### src/subaddr_pkg.sv
// Shared constants and state type for the subaddress correlation packer
package subaddr_pkg;
  localparam logic [3:0] SEP_NIB = 4'hF;
  localparam logic [3:0] FILL_NIB = 4'h0;
  localparam logic [7:0] ABSENT_BYTE = 8'hFF;
  localparam logic [3:0] MAX_DIGIT = 4'h9;
  localparam logic [2:0] TYPE_USER = 3'h2;
  localparam logic EXT_BIT = 1'b1;
  localparam logic [2:0] TYPE_LOW_BITS = 3'h0;
  localparam logic [1:0] DIR_MONO = 2'h0;
  localparam logic [1:0] DIR_FROM_TARGET = 2'h1;
  localparam logic [1:0] DIR_TO_TARGET = 2'h2;
  localparam int DIGIT_FIRST_BYTE = 4;
  localparam int SVC_FIRST_BYTE = 19;
  localparam int SVC_LAST_BYTE = 23;
  localparam int SVC_FIXED = 3;
  localparam int SVC_MAX = SVC_LAST_BYTE - SVC_FIRST_BYTE + 1;
  localparam logic [7:0] CALLING_PAD_NIBS = 8'(2 * (SVC_FIRST_BYTE - DIGIT_FIRST_BYTE));
  localparam logic [7:0] CALLING_BASE_LEN = 8'(SVC_FIRST_BYTE - 3 + SVC_FIXED);
  typedef enum logic [2:0]
  {
    ST_IDLE = 3'h0,
    ST_ID = 3'h1,
    ST_LEN = 3'h3,
    ST_TYPE = 3'h2,
    ST_DIG = 3'h6,
    ST_SEP = 3'h7,
    ST_PAD = 3'h5,
    ST_RAW = 3'h4
  } pack_state_e;
endpackage : subaddr_pkg

### src/pack_if.sv
// Carrier between the sequencer and the nibble pair packer
`timescale 1ns/1ns
interface pack_if;
  logic nib_vld;
  logic [3:0] nib;
  logic raw_vld;
  logic [7:0] raw;
  logic last;
  logic rdy;
  logic out_vld;
  logic [7:0] out_byte;
  logic out_last;
  logic out_rdy;
  modport src (output nib_vld, nib, raw_vld, raw, last, out_rdy,
               input rdy, out_vld, out_byte, out_last);
  modport pk (input nib_vld, nib, raw_vld, raw, last, out_rdy,
              output rdy, out_vld, out_byte, out_last);
endinterface : pack_if

### src/nibble_pair_packer.sv
// Joins 4-bit items two to an octet and holds the output byte
`timescale 1ns/1ns
module nibble_pair_packer
(
  input wire logic core_clk,
  input wire logic nrst,
  pack_if.pk p
);
  logic half_ff;
  logic [3:0] low_ff;
  logic vld_ff;
  logic [7:0] byte_ff;
  logic last_ff;
  logic take;

  assign p.rdy = !vld_ff || p.out_rdy;
  assign take = p.rdy && (p.nib_vld || p.raw_vld);
  assign p.out_vld = vld_ff;
  assign p.out_byte = byte_ff;
  assign p.out_last = last_ff;

  // ----------------------------------------
  // Nibble holding
  // ----------------------------------------
  always_ff @(posedge core_clk or negedge nrst)
  begin
    if (!nrst)
    begin
      half_ff <= 1'b0;
      low_ff <= 4'h0;
    end
    else if (take && p.nib_vld)
    begin
      half_ff <= !half_ff;
      if (!half_ff)
        low_ff <= p.nib;
    end
  end

  // ----------------------------------------
  // Output byte
  // ----------------------------------------
  always_ff @(posedge core_clk or negedge nrst)
  begin
    if (!nrst)
    begin
      vld_ff <= 1'b0;
      byte_ff <= 8'h00;
      last_ff <= 1'b0;
    end
    else if (take && p.raw_vld)
    begin
      vld_ff <= 1'b1;
      byte_ff <= p.raw;
      last_ff <= p.last;
    end
    else if (take && p.nib_vld && half_ff)
    begin
      vld_ff <= 1'b1;
      byte_ff <= {p.nib, low_ff};
      last_ff <= p.last;
    end
    else if (p.out_rdy)
    begin
      vld_ff <= 1'b0;
      last_ff <= 1'b0;
    end
  end
endmodule : nibble_pair_packer

### src/subaddress_correlation_packer.sv
// Builds called and calling party subaddress octet strings
`timescale 1ns/1ns
// Operation
// - Digits 0..9 go out as their plain 4-bit binary value.
// - Code 1111 marks a field boundary.
// - Earlier item fills low nibble, later item the high nibble.
// - Called: operator code, communication number, content link, national bytes.
// - Calling: interception identifier, direction, service octets.
// - Every field is sent even if empty, separated by separators.
// - An empty first field shows as one separator, a later one as two back to back.
// - A separator also follows the last digit field.
// - Service octets sit at bytes 19 to 23 of the calling string.
// - Missing medium, bearer or high layer octet is sent as FF.
// - No teleservice code: byte 23 is not sent.
// - No teleservice nor bearer service code: bytes 22, 23 not sent.
// - Digit fields accept only decimal codes; others are refused.
// - Direction: 0 mono, 1 from target, 2 to target.
// - Type user specified; odd/even used for called without national bytes.
module subaddress_correlation_packer
#(
  parameter int OP_DIGITS = 3,
  parameter int COMM_DIGITS = 8,
  parameter int CCL_DIGITS = 8,
  parameter int LI_DIGITS = 25,
  parameter int NAT_BYTES = 7,
  parameter logic [7:0] CALLED_IE_ID = 8'h71,
  parameter logic [7:0] CALLING_IE_ID = 8'h6D
)
(
  input wire logic core_clk,
  input wire logic nrst,
  input wire logic start,
  input wire logic sel_calling,
  input wire logic [4*OP_DIGITS-1:0] op_digits,
  input wire logic [7:0] op_len,
  input wire logic [4*COMM_DIGITS-1:0] communication_number,
  input wire logic [7:0] comm_len,
  input wire logic [4*CCL_DIGITS-1:0] ccl_digits,
  input wire logic [7:0] ccl_len,
  input wire logic [8*NAT_BYTES-1:0] nat_bytes,
  input wire logic [7:0] nat_len,
  input wire logic [4*LI_DIGITS-1:0] li_digits,
  input wire logic [7:0] li_len,
  input wire logic [1:0] dir_code,
  input wire logic [7:0] transmission_medium_requirement,
  input wire logic medium_vld,
  input wire logic [7:0] bearer_capability_octet,
  input wire logic capability_vld,
  input wire logic [7:0] high_layer_compat_octet,
  input wire logic compat_vld,
  input wire logic [7:0] bearer_svc,
  input wire logic bearer_vld,
  input wire logic [7:0] tele_svc,
  input wire logic tele_vld,
  output logic busy,
  output logic reject,
  output logic out_valid,
  output logic [7:0] out_byte,
  output logic out_last,
  input wire logic out_ready
);
  localparam int MAXF = LI_DIGITS;
  localparam int RAWN = (NAT_BYTES > subaddr_pkg::SVC_MAX) ? NAT_BYTES : subaddr_pkg::SVC_MAX;

  pack_if p ();

  subaddr_pkg::pack_state_e st_ff;
  logic calling_ff;
  logic [4*MAXF-1:0] fld_ff [3];
  logic [7:0] flen_ff [3];
  logic [1:0] nfld_ff;
  logic [8*RAWN-1:0] raw_ff;
  logic [7:0] raw_tot_ff;
  logic [7:0] len_byte_ff;
  logic odd_ff;
  logic [7:0] pad_tgt_ff;
  logic [1:0] fi_ff;
  logic [7:0] di_ff;
  logic [7:0] nib_cnt_ff;
  logic [7:0] raw_cnt_ff;
  logic reject_ff;

  // ----------------------------------------
  // Helpers
  // ----------------------------------------
  function automatic logic has_bad(input logic [4*MAXF-1:0] v, input logic [7:0] n);
    logic bad;
    bad = 1'b0;
    for (int i = 0; i < MAXF; i++)
      if ((8'(i) < n) && (v[4*i +: 4] > subaddr_pkg::MAX_DIGIT))
        bad = 1'b1;
    return bad;
  endfunction : has_bad

  function automatic logic [7:0] half_up(input logic [7:0] n);
    return 8'((9'(n) + 9'h001) >> 1);
  endfunction : half_up

  // ----------------------------------------
  // Start decode
  // ----------------------------------------
  logic [7:0] nib_total;
  logic [7:0] svc_extra;
  logic start_bad;
  logic go;

  assign nib_total = 8'(op_len + comm_len + ccl_len + 8'h03);
  // Bearer slot is still sent as FF when only the teleservice code exists
  assign svc_extra = tele_vld ? 8'h02 : (bearer_vld ? 8'h01 : 8'h00);

  always_comb
  begin
    if (sel_calling)
      start_bad = (li_len > 8'(LI_DIGITS)) || has_bad((4*MAXF)'(li_digits), li_len)
                  || (dir_code > subaddr_pkg::DIR_TO_TARGET);
    else
      start_bad = (op_len > 8'(OP_DIGITS)) || (comm_len > 8'(COMM_DIGITS))
                  || (ccl_len > 8'(CCL_DIGITS)) || (nat_len > 8'(NAT_BYTES))
                  || has_bad((4*MAXF)'(op_digits), op_len)
                  || has_bad((4*MAXF)'(communication_number), comm_len)
                  || has_bad((4*MAXF)'(ccl_digits), ccl_len);
  end

  assign go = start && (st_ff == subaddr_pkg::ST_IDLE) && !start_bad;

  // ----------------------------------------
  // Frame capture
  // ----------------------------------------
  always_ff @(posedge core_clk or negedge nrst)
  begin
    if (!nrst)
    begin
      calling_ff <= 1'b0;
      fld_ff <= '{default: '0};
      flen_ff <= '{default: 8'h00};
      nfld_ff <= 2'h0;
      raw_ff <= '0;
      raw_tot_ff <= 8'h00;
      len_byte_ff <= 8'h00;
      odd_ff <= 1'b0;
      pad_tgt_ff <= 8'h00;
    end
    else if (go && sel_calling)
    begin
      calling_ff <= 1'b1;
      fld_ff[0] <= (4*MAXF)'(li_digits);
      fld_ff[1] <= (4*MAXF)'({2'b00, dir_code});
      flen_ff[0] <= li_len;
      flen_ff[1] <= 8'h01;
      nfld_ff <= 2'h2;
      raw_ff <= (8*RAWN)'({tele_svc, bearer_vld ? bearer_svc : subaddr_pkg::ABSENT_BYTE,
                 compat_vld ? high_layer_compat_octet : subaddr_pkg::ABSENT_BYTE,
                 capability_vld ? bearer_capability_octet : subaddr_pkg::ABSENT_BYTE,
                 medium_vld ? transmission_medium_requirement
                 : subaddr_pkg::ABSENT_BYTE});
      raw_tot_ff <= 8'(subaddr_pkg::SVC_FIXED) + svc_extra;
      len_byte_ff <= subaddr_pkg::CALLING_BASE_LEN + svc_extra;
      odd_ff <= 1'b0;
      pad_tgt_ff <= subaddr_pkg::CALLING_PAD_NIBS;
    end
    else if (go)
    begin
      calling_ff <= 1'b0;
      fld_ff[0] <= (4*MAXF)'(op_digits);
      fld_ff[1] <= (4*MAXF)'(communication_number);
      fld_ff[2] <= (4*MAXF)'(ccl_digits);
      flen_ff[0] <= op_len;
      flen_ff[1] <= comm_len;
      flen_ff[2] <= ccl_len;
      nfld_ff <= 2'h3;
      raw_ff <= (8*RAWN)'(nat_bytes);
      raw_tot_ff <= nat_len;
      len_byte_ff <= 8'(8'h01 + half_up(nib_total) + nat_len);
      odd_ff <= (nat_len == 8'h00) && nib_total[0];
      pad_tgt_ff <= 8'(half_up(nib_total) << 1);
    end
  end

  // ----------------------------------------
  // Item sequencing
  // ----------------------------------------
  logic [7:0] nib_next;
  logic more_pad;
  logic last_sep;
  logic end_now;

  assign nib_next = 8'(nib_cnt_ff + 8'h01);
  assign more_pad = nib_next < pad_tgt_ff;
  assign last_sep = (2'(fi_ff + 2'h1) == nfld_ff);
  always_comb
  begin
    end_now = 1'b0;
    if ((st_ff == subaddr_pkg::ST_SEP) || (st_ff == subaddr_pkg::ST_PAD))
      end_now = ((st_ff == subaddr_pkg::ST_PAD) || last_sep) && !more_pad
                && (raw_tot_ff == 8'h00);
    else if (st_ff == subaddr_pkg::ST_RAW)
      end_now = (8'(raw_cnt_ff + 8'h01) == raw_tot_ff);
  end

  always_ff @(posedge core_clk or negedge nrst)
  begin
    if (!nrst)
    begin
      st_ff <= subaddr_pkg::ST_IDLE;
      fi_ff <= 2'h0;
      di_ff <= 8'h00;
      nib_cnt_ff <= 8'h00;
      raw_cnt_ff <= 8'h00;
    end
    else if (go)
    begin
      st_ff <= subaddr_pkg::ST_ID;
      fi_ff <= 2'h0;
      di_ff <= 8'h00;
      nib_cnt_ff <= 8'h00;
      raw_cnt_ff <= 8'h00;
    end
    else if (p.rdy)
    begin
      case (st_ff)
        subaddr_pkg::ST_ID: st_ff <= subaddr_pkg::ST_LEN;
        subaddr_pkg::ST_LEN: st_ff <= subaddr_pkg::ST_TYPE;
        subaddr_pkg::ST_TYPE:
          st_ff <= (flen_ff[0] == 8'h00) ? subaddr_pkg::ST_SEP : subaddr_pkg::ST_DIG;
        subaddr_pkg::ST_DIG:
        begin
          nib_cnt_ff <= nib_next;
          di_ff <= 8'(di_ff + 8'h01);
          if (8'(di_ff + 8'h01) == flen_ff[fi_ff])
            st_ff <= subaddr_pkg::ST_SEP;
        end
        subaddr_pkg::ST_SEP, subaddr_pkg::ST_PAD:
        begin
          nib_cnt_ff <= nib_next;
          di_ff <= 8'h00;
          if ((st_ff == subaddr_pkg::ST_SEP) && !last_sep)
          begin
            fi_ff <= 2'(fi_ff + 2'h1);
            st_ff <= (flen_ff[2'(fi_ff + 2'h1)] == 8'h00) ? subaddr_pkg::ST_SEP
                     : subaddr_pkg::ST_DIG;
          end
          else if (more_pad)
            st_ff <= subaddr_pkg::ST_PAD;
          else if (raw_tot_ff != 8'h00)
            st_ff <= subaddr_pkg::ST_RAW;
          else
            st_ff <= subaddr_pkg::ST_IDLE;
        end
        subaddr_pkg::ST_RAW:
        begin
          raw_cnt_ff <= 8'(raw_cnt_ff + 8'h01);
          if (end_now)
            st_ff <= subaddr_pkg::ST_IDLE;
        end
        default: st_ff <= subaddr_pkg::ST_IDLE;
      endcase
    end
  end

  always_ff @(posedge core_clk or negedge nrst)
  begin
    if (!nrst)
      reject_ff <= 1'b0;
    else
      reject_ff <= start && ((st_ff != subaddr_pkg::ST_IDLE) || start_bad);
  end

  // ----------------------------------------
  // Item values toward the packer
  // ----------------------------------------
  always_comb
  begin
    p.nib_vld = 1'b0;
    p.nib = subaddr_pkg::SEP_NIB;
    p.raw_vld = 1'b0;
    p.raw = 8'h00;
    case (st_ff)
      subaddr_pkg::ST_ID:
      begin
        p.raw_vld = 1'b1;
        p.raw = calling_ff ? CALLING_IE_ID : CALLED_IE_ID;
      end
      subaddr_pkg::ST_LEN:
      begin
        p.raw_vld = 1'b1;
        p.raw = len_byte_ff;
      end
      subaddr_pkg::ST_TYPE:
      begin
        p.raw_vld = 1'b1;
        p.raw = {subaddr_pkg::EXT_BIT, subaddr_pkg::TYPE_USER, odd_ff,
                 subaddr_pkg::TYPE_LOW_BITS};
      end
      subaddr_pkg::ST_DIG:
      begin
        p.nib_vld = 1'b1;
        p.nib = fld_ff[fi_ff][4*di_ff +: 4];
      end
      subaddr_pkg::ST_SEP:
      begin
        p.nib_vld = 1'b1;
        p.nib = subaddr_pkg::SEP_NIB;
      end
      subaddr_pkg::ST_PAD:
      begin
        // Calling pads with separators up to the fixed service slot
        p.nib_vld = 1'b1;
        p.nib = calling_ff ? subaddr_pkg::SEP_NIB : subaddr_pkg::FILL_NIB;
      end
      subaddr_pkg::ST_RAW:
      begin
        p.raw_vld = 1'b1;
        p.raw = raw_ff[8*raw_cnt_ff +: 8];
      end
      default:
      begin
        p.raw_vld = 1'b0;
      end
    endcase
  end

  assign p.last = end_now;
  assign p.out_rdy = out_ready;

  nibble_pair_packer u_packer
  (
    .core_clk(core_clk),
    .nrst(nrst),
    .p(p)
  );

  assign busy = (st_ff != subaddr_pkg::ST_IDLE) || p.out_vld;
  assign reject = reject_ff;
  assign out_valid = p.out_vld;
  assign out_byte = p.out_byte;
  assign out_last = p.out_last;
endmodule : subaddress_correlation_packer

### config.mk
export PLATFORM = sky130hd
export DESIGN_NAME = subaddress_correlation_packer
export DESIGN_NICKNAME = d
export VERILOG_FILES = /design/src/subaddr_pkg.sv /design/src/pack_if.sv /design/src/nibble_pair_packer.sv /design/src/subaddress_correlation_packer.sv
export SDC_FILE = /design/constraint.sdc
export NUM_CORES = 1
export LEC_CHECK = 0
export CORE_MARGIN = 5
export CORE_UTILIZATION = 53
export DETAILED_ROUTE_END_ITERATION = 8
export DONT_BUFFER_PORTS = 1
export PLACE_DENSITY = 0.7
export SLEW_MARGIN = 10
export SYNTH_ARGS = -nofsm -noshare
export SYNTH_HDL_FRONTEND = slang
export SYNTH_HIERARCHICAL = 1
export SYNTH_SLANG_ARGS = --single-unit
### constraint.sdc
create_clock -name core_clk -period 3.1 [get_ports core_clk]
set_input_delay 0.155 -clock core_clk [delete_from_list [all_inputs] [get_ports core_clk]]
set_output_delay 0.155 -clock core_clk [all_outputs]
set_load 0.02 [all_outputs]
==> flow_summary.toml <==
[routing]
via_per_inst = 6.57
antenna_left = 0
drt-initial-drc-count = 1874
wl_um = 69600
drcViolationCount = 0
firstDrtPassIters = 6
num_vias = 18001
wl_per_cell_um = 25.4

[placement]
gp_congestion = 0.948
io_buffers = 0
hpwl_um = 39800

[timing]
finClkSkew_ns = 0.0507
slew_headroom_pct = 47.4
fin_crit_ns = 3.08
slew_viol_final = 0
setup_violations = 0
grt_setup_unrepaired = "yes"
holdWs_ns = -0.631
timing.fmax_mhz = 324
worst_pin_slew_ns = 0.788
timing.final.crit_share_pct = 99.4
hold_viol_final = 316

[final_layout]
nets = 2616
layout-drive-gt1-share_pct = 16.2
n_fill_cell = 2232
area_growth_pct = 33.0

[yosys]
synth_ff_type = "dfrtp_1"
synth_edf_count = 0
syn_area_um2 = 18600
synth_area_leader_cell = "dfrtp_1"
synth_top_area_share_pct = 42.4
syn_avg_cell_area_um2 = 9.94
syn_nets = 2237
yosysWarnings = 6
netlist_instances = 1874
synth.area.top_cells = "dfrtp_1, mux2_2, o211ai_1, o21ai_0, nand2_1"
ys_ff_latch = 316
async_reset_ff_share_pct = 100
seq_area_frac_synth_pct = 42.4
synth_cell_type_count = 80
synth_common_cells = "dfrtp_1, o21ai_0, nand2_1, o211ai_1, mux2_2"
yosysMostFrequentCell = "dfrtp_1"

[worst_setup_path]
critPathTopFamily = "adder cells"
arrival_ns = 3.50
end_kind = "flip-flop"
crit_type = "in -> reg"
crit_path_start_kind = "input port"
critical_path.slowest_cell = "fa_1"
worstPathRequired_ns = 3.51
cp.buffers_inverters = 4
crit_path_frequent_cell = "buf_4"
cp_cell_sequence = "inv_16 > ha_4 > inv_2 > fa_1 > ha_2 > fa_2 > a211oi_2 > nor2_1 > xor2_1 > buf_4 > xor2_2 > ha_1 > buf_4 > o21a_1 > o41ai_1 > or4_1 > nand3_1"
crit_fanout = 4
cpPeakStageDelay_ns = 0.45

[pwr]
vdd.ir_drop.worst_mv = 0.640
cellPowerDensity_nw_per_um2 = 590
total_power_mw = 14.6
leakagePower_nw = 10.9

[clock_network]
clk_latency_ns = 0.56
tritoncts = "yes"
cts_max_path_buffers = 3
cts_root_buffer = "clkbuf_16"
cts.clk_slew.worst_paths_ns = 0.06
clkSinkCount = 316
numCtsBuffers = 37
hold_buffers = 406
h-tree-depth = 2

[status]
status = "finished with violations"
violations = "hold timing"

[run]
drv_cap = 0

[global_routing]
grt_overflow_total = 0
track_usage_pct = 34.6
grt_pass1_vias = 18673
grt_max_degree = 317
antenna_found_initial = 3
grt_pass1_wl_um = 107000

[floorplan]
core.rowCount = 68
core_um2 = 34600
initial_core_util_pct = 53.8
die_area_um2 = 39000
die_width_um = 198
die_h_um = 198
top_level_ports = 336

[hold_path]
hp-class = "in -> async"
[through the flow]
| stage | TNS, ns | setup WS, ns | std cells | area [um^2] | utilization (%) |
|---|---|---|---|---|---|
| final | 0 | 0.0176 | 2741 | 24800 | 71.6 |
| after global routing | -0.200 | -0.105 | 2739 | 24800 | 71.6 |
| after CTS | 0 | 0.00839 | 2730 | 24600 | 71.1 |
| after detailed placement | -1.73 | -0.553 | 2255 | 19400 | 55.9 |
| after global placement | -1.21 | -0.407 | 2255 | 19400 | 55.9 |
| after floorplan | -0.622 | -0.274 | 1874 | 18700 | - |
[report_power, final]
part	switching (mW)	internal [mW]	total, mW
registers	0.399	4.34	4.74
logic	2.93	2.66	5.59
clock network	1.83	2.46	4.28
[placed cells by master (no fill, tap or decap), types with 7 or more instances in the layout]
| cell type | n |
|---|---|
| o22ai_1 | 60 |
| dlygate4sd3_1 | 405 |
| inv_1 | 43 |
| o2bb2ai_1 | 7 |
| nand2b_1 | 8 |
| clkbuf_16 | 38 |
| buf_12 | 11 |
| and2_1 | 38 |
| mux4_2 | 23 |
| buf_4 | 72 |
| and3_1 | 7 |
| dfrtp_1 | 315 |
| mux2i_1 | 43 |
| o211ai_1 | 153 |
| mux2_2 | 144 |
| nor4_1 | 13 |
| mux2_4 | 18 |
| a21oi_1 | 26 |
| nand4_1 | 11 |
| xnor2_1 | 33 |
| a31oi_1 | 8 |
| a211o_1 | 7 |
| clkbuf_1 | 14 |
| ha_1 | 27 |
| nor2_1 | 81 |
| nor3_1 | 32 |
| xor2_1 | 19 |
| nand3_1 | 19 |
| o221ai_1 | 7 |
| nor2b_1 | 63 |
| o21ai_0 | 211 |
| nand2_1 | 165 |
[state kept, by name (all words and copies together) (netlist names), 2 cells and up]
| signal | count |
|---|---|
| fld_ff | 164 |
| raw_ff | 56 |
| flen_ff | 24 |
| di_ff | 8 |
| len_byte_ff | 8 |
| nib_cnt_ff | 8 |
| raw_cnt_ff | 8 |
| raw_tot_ff | 8 |
| u_packer/p.out_byte | 8 |
| pad_tgt_ff | 7 |
| u_packer/low_ff | 4 |
| st_ff | 3 |
| fi_ff | 2 |
| nfld_ff | 2 |
[final timing paths]
| path | from | end | slack, ns | cells after the start |
|---|---|---|---|---|
| min in group core_clk | start | calling_ff$_DFFE_PN0P_ | 0.04 | 3 |
| worst min-delay path | nrst | u_packer/p.out_byte[3]$_DFFE_PN0P_ | -0.63 | 0 |
| worst min register to register | nfld_ff[1]$_DFFE_PN0P_ | nfld_ff[1]$_DFFE_PN0P_ | 0.49 | 1 |
| worst max-delay path | comm_len[1] | len_byte_ff[7]$_DFFE_PN0P_ | 0.02 | 17 |
| worst max register to register | fi_ff[0]$_DFFE_PN0P_ | u_packer/p.out_byte[5]$_DFFE_PN0P_ | 0.05 | 11 |
| max in group asynchronous | nrst | fld_ff[2]$_DFFE_PN0P_ | 3.13 | 0 |
[cells by family (layout without fill, tap and decap cells)]
logic type / after synthesis / count (layout) / synth area share (%)
flops: 316 / 316 / 42.4
other cells: 0 / 5 / 0
simple gates: 475 / 475 / 12.7
fa+ha+maj: 40 / 40 / 2.99
xor+xnor: 60 / 60 / 2.97
mux: 229 / 229 / 15.3
buf+inv: 198 / 605 / 4.38
compound gates: 556 / 556 / 19.2
[layer usage]
layer / up-vias / GRT usage, % / part of all wire, %
met2: 1233 / 56.2 / 48
li1: 7635 / - / -
met4: 0 / 16.1 / 5.4
met5: - / 0 / 0
met1: 8811 / 43.0 / 36
met3: 322 / 10.1 / 11
[final cells by class]
class / instances / area, um^2 / area share (%)
timing repair buffer: 489 / 4840 / 19.5
clock buffer: 56 / 1060 / 4.27
sequential: 316 / 7910 / 31.9
clock inverter: 11 / 103 / 0.414
tap: 455 / 569 / 2.30
inverter: 49 / 205 / 0.828
antenna: 5 / 12.5 / 0.0505
multi-input combinational: 1360 / 10100 / 40.7
[timing repair]
action / CTS / global route
buffers inserted: 2 / 6
gates resized for setup: 1 / 20
pin swaps: 2 / 16
setup endpoints to repair: 1 / 5
hold endpoints to repair: 568 / 316
Note: power is estimated with default switching activity, not from simulation.
